File: config.mk
export PLATFORM = sky130hd
export DESIGN_NAME = cpuabs_core
export DESIGN_NICKNAME = d
export VERILOG_FILES = /design/src/rtl/cpuabs_pkg.sv /design/src/rtl/cpuabs_adder8.sv /design/src/rtl/cpuabs_core.sv
export VERILOG_INCLUDE_DIRS = /design/src /design/src/rtl
export SDC_FILE = /design/constraint.sdc
export NUM_CORES = 1
export LEC_CHECK = 0
export BUFFER_PORTS_ARGS = -buffer_cell sky130_fd_sc_hd__buf_2
export CAP_MARGIN = 25
export CELL_PAD_IN_SITES_DETAIL_PLACEMENT = 0
export CELL_PAD_IN_SITES_GLOBAL_PLACEMENT = 1
export CORE_ASPECT_RATIO = 1.75
export CORE_UTILIZATION = 44
export CTS_BUF_LIST = sky130_fd_sc_hd__clkbuf_8
export CTS_CLUSTER_DIAMETER = 60
export DETAILED_ROUTE_END_ITERATION = 10
export GPL_TIMING_DRIVEN = 0
export MAX_ROUTING_LAYER = met4
export PLACE_DENSITY = 0.83
export SETUP_SLACK_MARGIN = 0.4
export SYNTH_ARGS = -nofsm -noshare
export SYNTH_HDL_FRONTEND = slang
export SYNTH_HIERARCHICAL = 1
export SYNTH_SLANG_ARGS = --single-unit
File: constraint.sdc
create_clock -name core_clk -period 9.25 [get_ports core_clk]
set_input_delay 0.925 -clock core_clk [delete_from_list [all_inputs] [get_ports core_clk]]
set_output_delay 0.925 -clock core_clk [all_outputs]
set_load 0.05 [all_outputs]
File: src/rtl/cpuabs_params.svh
// Summary of operation
// RL1 - Add-with-carry sums working register, file register and carry; updates N, OV, C, DC, Z.
// RL2 - Destination bit 0 writes working register; 1 writes back to the file register.
// RL3 - Access bit 0 uses the access bank; 1 uses the bank select pointer.
// RL4 - Extended set, access bit 0, address up to 5Fh: indexed literal offset addressing.
// RL5 - Branch-on-carry jumps only when carry is 1 and leaves all flags alone.
// RL6 - Taken branch target is current address plus 2 plus twice signed offset.
// RL7 - Branch takes one cycle, or two when taken; the second cycle does nothing.
// RL8 - AND ops update only N and Z; bit clear clears one bit, flags untouched.
`ifndef CPUABS_PARAMS_SVH
`define CPUABS_PARAMS_SVH

`define CPUABS_OPC6_ADDC 6'h08
`define CPUABS_OPC6_ANDF 6'h05
`define CPUABS_OPC8_ANDL 8'h0B
`define CPUABS_OPC8_BRC 8'hE2
`define CPUABS_OPC4_BCLR 4'h9

`define CPUABS_FLD_DEST 9
`define CPUABS_FLD_ACC 8
`define CPUABS_FLD_BIT_HI 11
`define CPUABS_FLD_BIT_LO 9

`define CPUABS_ACC_LIMIT 8'h5F
`define CPUABS_ACC_LO_BANK 4'h0
`define CPUABS_ACC_HI_BANK 4'hF

`define CPUABS_PC_STEP 21'h0_0002
`define CPUABS_PC_RESET 21'h0_0000
`define CPUABS_W_RESET 8'h00
`define CPUABS_INSTR_NOP 16'h0000

`endif

File: src/rtl/cpuabs_pkg.sv
package cpuabs_pkg;
  // Instruction cycle phases, Gray coded in order
  typedef enum logic [1:0] {
    CPUABS_Q1 = 2'h0,
    CPUABS_Q2 = 2'h1,
    CPUABS_Q3 = 2'h3,
    CPUABS_Q4 = 2'h2
  } cpuabs_phase_t;
endpackage

File: src/rtl/cpuabs_adder8.sv
`timescale 1ns/1ps
module cpuabs_adder8 (
  input wire logic [7:0] op_a, // First addend
  input wire logic [7:0] op_b, // Second addend
  input wire logic cin, // Carry in
  output logic [7:0] sum, // Sum
  output logic cout, // Carry out of bit 7
  output logic dcout, // Carry out of bit 3
  output logic ovf // Signed overflow
);
  logic [4:0] low_sum;
  logic [8:0] full_sum;

  assign low_sum = {1'b0, op_a[3:0]} + {1'b0, op_b[3:0]} + {4'h0, cin};
  assign full_sum = {1'b0, op_a} + {1'b0, op_b} + {8'h00, cin};
  assign sum = full_sum[7:0];
  assign cout = full_sum[8];
  assign dcout = low_sum[4];
  assign ovf = (op_a[7] == op_b[7]) && (full_sum[7] != op_a[7]);
endmodule

File: src/rtl/cpuabs_core.sv
`timescale 1ns/1ps
`include "cpuabs_params.svh"
module cpuabs_core (
  input wire logic core_clk, // Core clock, one phase per rising edge
  input wire logic rst_n, // Synchronous reset, active low
  input wire logic [15:0] instr_in, // Program word at pc, sampled in Q1
  input wire logic [7:0] mem_rdata, // Data memory read for mem_addr
  input wire logic [3:0] bank_select_pointer, // Bank for access bit 1
  input wire logic ext_set_en, // Extended instruction set enabled
  input wire logic [11:0] index_base, // Base pointer for indexed mode
  output cpuabs_pkg::cpuabs_phase_t phase, // Current phase
  output logic [20:0] pc, // Address of current instruction
  output logic [7:0] w, // Working register
  output logic [11:0] mem_addr, // Data memory address
  output logic [7:0] mem_wdata, // Data memory write data
  output logic mem_we, // Write strobe, high during Q4
  output logic flag_n, // Negative flag
  output logic flag_ov, // Overflow flag
  output logic flag_z, // Zero flag
  output logic flag_dc, // Digit carry flag
  output logic flag_c, // Carry flag
  output logic nop_cycle // Second cycle of a taken branch
);
  import cpuabs_pkg::*;

  cpuabs_phase_t phase_r;
  logic [15:0] instr_r;
  logic [20:0] pc_r;
  logic [7:0] w_r;
  logic [11:0] addr_r;
  logic [7:0] rdata_r;
  logic [7:0] result_r;
  logic we_r;
  logic n_r, ov_r, z_r, dc_r, c_r;
  logic sum_c_r, sum_dc_r, sum_ov_r;
  logic bubble_r;

  // Address decode of the incoming word
  wire [7:0] in_f = instr_in[7:0];
  wire in_acc = instr_in[`CPUABS_FLD_ACC];
  wire in_indexed = ext_set_en && !in_acc && (in_f <= `CPUABS_ACC_LIMIT);
  wire [11:0] acc_addr = (in_f <= `CPUABS_ACC_LIMIT) ? {`CPUABS_ACC_LO_BANK, in_f}
                                                     : {`CPUABS_ACC_HI_BANK, in_f};
  wire [11:0] addr_nxt = in_indexed ? (index_base + {4'h0, in_f}) :
                         in_acc ? {bank_select_pointer, in_f} : acc_addr;

  // Decode of the held word
  wire is_addc = instr_r[15:10] == `CPUABS_OPC6_ADDC;
  wire is_andf = instr_r[15:10] == `CPUABS_OPC6_ANDF;
  wire is_andl = instr_r[15:8] == `CPUABS_OPC8_ANDL;
  wire is_brc = instr_r[15:8] == `CPUABS_OPC8_BRC;
  wire is_bclr = instr_r[15:12] == `CPUABS_OPC4_BCLR;
  wire dest_f = instr_r[`CPUABS_FLD_DEST];
  wire [2:0] bit_sel = instr_r[`CPUABS_FLD_BIT_HI:`CPUABS_FLD_BIT_LO];
  wire writes_f = ((is_addc || is_andf) && dest_f) || is_bclr;
  wire writes_w = ((is_addc || is_andf) && !dest_f) || is_andl;
  wire sets_nz = is_addc || is_andf || is_andl;

  // Data path
  wire [7:0] sum;
  wire sum_c, sum_dc, sum_ov;
  cpuabs_adder8 u_adder (
    .op_a(w_r),
    .op_b(rdata_r),
    .cin(c_r),
    .sum(sum),
    .cout(sum_c),
    .dcout(sum_dc),
    .ovf(sum_ov)
  );
  wire [7:0] bit_mask = 8'h01 << bit_sel;
  wire [7:0] result_nxt = is_addc ? sum : // RL1
                          is_andl ? (w_r & instr_r[7:0]) : // RL8
                          is_andf ? (w_r & rdata_r) : // RL8
                          (rdata_r & ~bit_mask); // RL8
  wire taken = is_brc && c_r; // RL5
  wire [20:0] br_off = {{12{instr_r[7]}}, instr_r[7:0], 1'b0};
  wire [20:0] pc_seq = pc_r + `CPUABS_PC_STEP;
  wire [20:0] pc_nxt = bubble_r ? pc_r : taken ? (pc_seq + br_off) : pc_seq; // RL6

  always_ff @(posedge core_clk) begin
    if (!rst_n) begin
      phase_r <= CPUABS_Q1;
    end else begin
      unique case (phase_r)
        CPUABS_Q1: phase_r <= CPUABS_Q2;
        CPUABS_Q2: phase_r <= CPUABS_Q3;
        CPUABS_Q3: phase_r <= CPUABS_Q4;
        CPUABS_Q4: phase_r <= CPUABS_Q1;
      endcase
    end
  end

  // Q1 decode, Q2 read
  always_ff @(posedge core_clk) begin
    if (!rst_n) begin
      instr_r <= `CPUABS_INSTR_NOP;
      addr_r <= 12'h000;
      rdata_r <= 8'h00;
    end else begin
      if (phase_r == CPUABS_Q1) begin
        instr_r <= bubble_r ? `CPUABS_INSTR_NOP : instr_in; // RL7
        addr_r <= addr_nxt; // RL3 RL4
      end
      if (phase_r == CPUABS_Q2) begin
        rdata_r <= mem_rdata;
      end
    end
  end

  // Q3 process
  always_ff @(posedge core_clk) begin
    if (!rst_n) begin
      result_r <= 8'h00;
      we_r <= 1'b0;
      sum_c_r <= 1'b0;
      sum_dc_r <= 1'b0;
      sum_ov_r <= 1'b0;
    end else if (phase_r == CPUABS_Q3) begin
      result_r <= result_nxt;
      we_r <= writes_f; // RL2
      sum_c_r <= sum_c;
      sum_dc_r <= sum_dc;
      sum_ov_r <= sum_ov;
    end else if (phase_r == CPUABS_Q4) begin
      we_r <= 1'b0;
    end
  end

  // Q4 write back
  always_ff @(posedge core_clk) begin
    if (!rst_n) begin
      pc_r <= `CPUABS_PC_RESET;
      w_r <= `CPUABS_W_RESET;
      bubble_r <= 1'b0;
      {n_r, ov_r, z_r, dc_r, c_r} <= 5'h00;
    end else if (phase_r == CPUABS_Q4) begin
      pc_r <= pc_nxt; // RL6
      bubble_r <= taken && !bubble_r; // RL7
      if (writes_w) begin
        w_r <= result_r; // RL2
      end
      if (sets_nz) begin
        n_r <= result_r[7]; // RL8
        z_r <= result_r == 8'h00;
      end
      if (is_addc) begin
        c_r <= sum_c_r; // RL1
        dc_r <= sum_dc_r;
        ov_r <= sum_ov_r;
      end
    end
  end

  assign phase = phase_r;
  assign pc = pc_r;
  assign w = w_r;
  assign mem_addr = addr_r;
  assign mem_wdata = result_r;
  assign mem_we = we_r;
  assign flag_n = n_r;
  assign flag_ov = ov_r;
  assign flag_z = z_r;
  assign flag_dc = dc_r;
  assign flag_c = c_r;
  assign nop_cycle = bubble_r;
endmodule

Word-level counts from Yosys, hierarchy flattened
Index checks and enable logic that the tools add are counted.
W data, S select, Z words.
- add/sub/neg operators: 7
- order comparisons: 1
- eq/ne operators: 10
- shifts and indexed selects: 1
- muxes and demuxes: 11
- bitwise operators: 5
- reduce and logical (&&, ||, !) cells: 21
- operator list (cell ; count):
    $mux W12 ; 3
    $and A8 B8 Y8 ; 3
    $mux W8 ; 3
    $add A21 B2 Y21 const B ; 1
    $add A21 B21 Y21 ; 1
    $mux W21 ; 1
    $mux W16 ; 1
    $add A12 B8 Y12 ; 1
    $add A8 B8 Y9 ; 1
    $add A9 B1 Y9 ; 1
    $eq A8 B4 Y1 const B ; 1
    $eq A8 B8 Y1 const B ; 1
    $le A8 B7 Y1 const B ; 1
    $logic_not A8 Y1 ; 1
    $not A8 Y8 ; 1
    $pmux W2 S4 ; 1
    $reduce_and A2 Y1 ; 4
    $shl A1 B3 Y8 const A ; 1
    $logic_and A1 B1 Y1 ; 7
    $eq A6 B3 Y1 const B ; 1
    $eq A6 B4 Y1 const B ; 1
    $add A4 B4 Y5 ; 1
    $add A5 B1 Y5 ; 1
    $eq A2 B2 Y1 const B ; 2
    10 further kinds ; 16
- register bits: 85
- input bits: 43
- output and inout bits: 58
- word-level logic and storage cells: 73

Longest topological paths before layout
- depth after elaboration: 6
- depth in mapped cells: 16
- depth with buffers taken out: 15

By module
Netlist, hierarchy kept.
- modules (own cells, without submodules) (module ; instances ; cells an instance ; area an instance (sq um) ; sequential area each (sq um)):
    cpuabs_core ; 1 ; 708 ; 5418.9 ; 1681.6
    cpuabs_adder8 ; 1 ; 37 ; 324.1 ; 0.0

Worst setup path after synthesis
Ideal clock, no wire load.
- path kind: register to register
- start: reg pc_r[1], in the netlist pc[1]
- end: reg pc_r[20], in the netlist pc[20]
- setup time: 115 ps
- data arrival time: 3685 ps
- data required time: 9135 ps
- slack: 5450 ps
- stages on the path, launching flop included: 16
- buffers on the path: 1
- clock period less this slack: 3800 ps
- cell sequence: dfxtp_1 -> ha_1 -> nand3_1 -> nor4_1 -> nand2_1 -> xnor2_1 -> ha_1 -> clkbuf_1 -> a21o_1 -> a21o_1 -> a21o_1 -> o31ai_2 -> mux2i_1 -> xnor2_1 -> and3_1 -> o21a_1
- longest elaborated chain between the ends: 3
- RTL lines (item ; line ; RTL):
    start: declaration ; cpuabs_core.sv:28 ; logic [20:0] pc_r;
    start signal: assignment ; cpuabs_core.sv:133 ; pc_r <= `CPUABS_PC_RESET;
    start signal: assignment ; cpuabs_core.sv:138 ; pc_r <= pc_nxt;
    $add A21 B2 Y21 (no line) (*) ; -- ;
    $add A21 B21 Y21 ; cpuabs_core.sv:79 ; wire [20:0] pc_nxt = bubble_r ? pc_r : taken ? (pc_seq + br_off) : pc_seq;
    $mux W21 (*) ; cpuabs_core.sv:79 ;
Mark *: on every way between the ends. The rest lies on a longest branch, timed or not.
A chain may end at the register's enable or synchronous reset.

Final worst setup path
Same ends and word-level chain as after synthesis.

==> metrics.yaml <==
status: "finished, final reports clean"
synth-async-reset-ratio_pct: 0
die_w_um: 88.4
synth_ff_type: "dfxtp_1"
place.gp.congestion: 0.905
tightest_slew_ns: 1.10
core_area_um2: 12600
wirelength_um: 17900
drt_iter0_drc: 203
cp.arrival_ns: 4.42
die_y_um: 153
route.detailed.drc: 0
instances_no_fill: 1028
cp_common_cell: "a21o_1"
worstPathRequired_ns: 9.53
synth_edf_count: 0
crit_chain: "ha_1 -> nand3_1 -> nor4_1 -> nand2_1 -> xnor2_1 -> ha_1 -> clkbuf_1 -> a21o_1 -> a21o_1 -> a21o_1 -> o31ai_2 -> mux2i_1 -> xnor2_1 -> and3_1 -> o21a_1"
cp-end-kind: "flip-flop"
hold_class: "flip-flop to flip-flop"
antennaDiodeCount: 0
clkLatencyLatePin_ns: 0.38
htreeDepth: 3
synth_nets: 831
drv_cap: 0
numClockSinks: 84
grt_max_degree: 21
drive_gt1_share_pct: 15.8
fin_crit_sh_pct: 44.7
nNetsFinal: 941
cts_setup_buffers: 0
ys_warn_count: 6
initial_core_util_pct: 45.7
path_max_fanout: 8
final_max_slew_viol_count: 0
die_area_um2: 13500
cp_slowest_cell: "nor4_1"
first_global_vias: 5659
wl_per_cell_um: 17.5
final-setup-viol-count: 0
cts-root-buf: "clkbuf_8"
rsz0062_at_grt: "false"
ioPinCount: 101
synth-compound-area-share_pct: 23.8
grt-ovfl-total: 0
cts.path.max_buffers: 2
power.leakage_nw: 2.98
dr.pass1.iters: 5
cts_resized: 0
synth.yosys.seq_area_share_pct: 29.3
placed_cells: 1012
cts_inserted_buffers: 9
min_period_ns: 4.14
fin_setup_tns_ns: 0
ant_nets: 0
num_rows: 54
hold_violations: 0
muxShareOfSynthArea_pct: 3.57
drt-vias-per-instance: 5.63
final_util_pct: 53.0
cts_tree: "built"
path_class: "flip-flop to flip-flop"
grt_pass1_wl_um: 27800
netlist_instances: 745
area_growth_pct: 16.0
finalClockSkew_ns: 0.0163
maxSlewHeadroom_pct: 26.1
antenna_found_initial: 0
ys_ff_latch: 84
synth_xor_area_share_pct: 6.41
synthAdderAreaFrac_pct: 9.89
vdd_drop_max_v: 0.0000749
synth-simple-area-share_pct: 23.2
hpwl_um: 14000
port_buffers: 99
vias: 5789
grt_use_total_pct: 27.7
cts-hold-fix-buffers: 0
synth.distinct_cells: 69
critPathMaxStageDelay_ns: 0.62
avgSynthCellArea_um2: 7.71
syn-cell-area_um2: 5740
powerDensity_nw_per_um2: 128
synth_top_family_by_area: "compound AO/OA/AOI/OAI gates"
start_kind: "flip-flop"
clk_pin_slew_ns: 0.09
timing.fmax_ghz: 0.242
## power by group
part           switching, mW  internal, mW  leakage, nW
sequential            0.0171         0.376        0.685
combinational          0.106        0.0540         2.19
clock                  0.146         0.151        0.109
## state kept, by name (all words and copies together) (netlist names)
register and cells:
flag_ov 1, flag_z 1, pc 20, sum_ov_r 1, mem_we 1, phase 2, flag_n 1, sum_c_r 1
instr_r 16, sum_dc_r 1, rdata_r 8, mem_wdata 8, flag_dc 1, nop_cycle 1, w 8, flag_c 1
mem_addr 12
## synth_stat cells (3+ instances only)
library cell | n | area share (%)
clkbuf_1 | 33 | 2.2
or3_1 | 4 | 0.44
nor2b_1 | 7 | 0.76
o21ai_1 | 3 | 0.26
nand3_1 | 20 | 1.7
and2_1 | 5 | 0.54
a21oi_1 | 76 | 6.6
nor2_1 | 80 | 5.2
and3_1 | 9 | 0.98
fa_1 | 4 | 1.4
nand4_1 | 9 | 0.98
o21bai_1 | 4 | 0.52
a21oi_2 | 3 | 0.46
a311oi_1 | 7 | 1.1
nand2b_1 | 8 | 0.87
inv_1 | 16 | 1.0
a211oi_1 | 5 | 0.65
a21o_1 | 8 | 1.0
a31oi_1 | 6 | 0.65
dfxtp_1 | 84 | 29
ha_1 | 39 | 8.5
a22oi_1 | 3 | 0.39
a21boi_0 | 4 | 0.52
a221oi_1 | 5 | 0.76
nand2_1 | 100 | 6.5
o21a_1 | 6 | 0.78
mux2i_1 | 19 | 3.3
o21ai_0 | 51 | 4.4
o31ai_1 | 3 | 0.39
xnor2_1 | 22 | 3.4
nor4_1 | 4 | 0.44
o211ai_1 | 7 | 0.92
nand3b_1 | 16 | 2.1
nor3_1 | 14 | 1.2
o311ai_0 | 3 | 0.46
xor2_1 | 20 | 3.1
## cells in the final DEF, fill, tap and decap left out, drive strengths merged, types with 7 or more instances in the layout
cell / synthesis / routed
buf: 5 / 104
nand3: 20 / 20
nor2: 80 / 80
xnor2: 22 / 22
dfxtp: 84 / 84
nand2b: 8 / 8
xor2: 20 / 20
o21ai: 54 / 54
a21oi: 79 / 79
inv: 17 / 17
and3: 9 / 9
nand4: 9 / 9
mux2i: 19 / 19
nand3b: 16 / 16
nor3: 14 / 14
o211ai: 8 / 8
a21o: 8 / 8
clkbuf: 33 / 42
nand2: 101 / 101
a311oi: 8 / 8
nor2b: 7 / 7
ha: 39 / 39
## worst paths after layout
path | cells past startpoint | end | slack [ns] | startpoint
worst max-delay path | 15 | pc[20]$_SDFFE_PN0P_ | 5.11 | pc[1]$_SDFFE_PN0P_
worst min-delay path | 2 | flag_ov$_SDFFE_PN0P_ | 0.46 | flag_ov$_SDFFE_PN0P_
worst max register to register | 15 | pc[20]$_SDFFE_PN0P_ | 5.11 | pc[1]$_SDFFE_PN0P_
worst min register to register | 2 | flag_ov$_SDFFE_PN0P_ | 0.46 | flag_ov$_SDFFE_PN0P_
## per-stage QoR
step	setup slack, ns	total power [mW]	hold WS, ns	cell area [um^2]
3_5_place_dp	5.14	0.561	0.454	6450
4_1_cts	5.11	0.850	0.467	6660
6_report	5.11	0.850	0.465	6660
3_3_place_gp	5.18	0.557	0.444	6450
5_1_grt	4.92	0.885	0.496	6660
2_1_floorplan	5.45	0.510	0.436	5740
## critical path, delay by kind of cell, from the launching register on
kind / cells / cell delay [ns]
compound gates: 5 / 0.98
mux: 1 / 0.25
xor+xnor: 2 / 0.28
buf+inv: 1 / 0.18
fa+ha+maj: 2 / 0.59
flops: 1 / 0.51
simple gates: 4 / 1.27
## routing by layer
layer,wire [um],global-route usage (%),up-vias
met5,0,-,-
met4,867,14.7,0
met3,651,4.48,55
met2,9470,48.6,144
met1,6950,28.6,2716
li1,-,-,2874
## cell type report
cell class | count | area [um^2]
Fill cell | 1301 | 5900
Multi-Input combinational cell | 606 | 3840
Sequential cell | 84 | 1680
Timing Repair Buffer | 99 | 495
Tap cell | 168 | 210
Buffer | 38 | 153
Clock buffer | 9 | 124
Clock inverter | 7 | 91.3
Inverter | 17 | 63.8
## logic make-up (layout without fill, tap and decap cells)
group	after synthesis	count (layout)
fa+ha+maj	43	43
other cells	1	1
compound gates	214	214
simple gates	286	286
buf+inv	55	170
xor+xnor	42	42
flops	84	84
mux	20	20
Power figures use the tool's default switching activity.
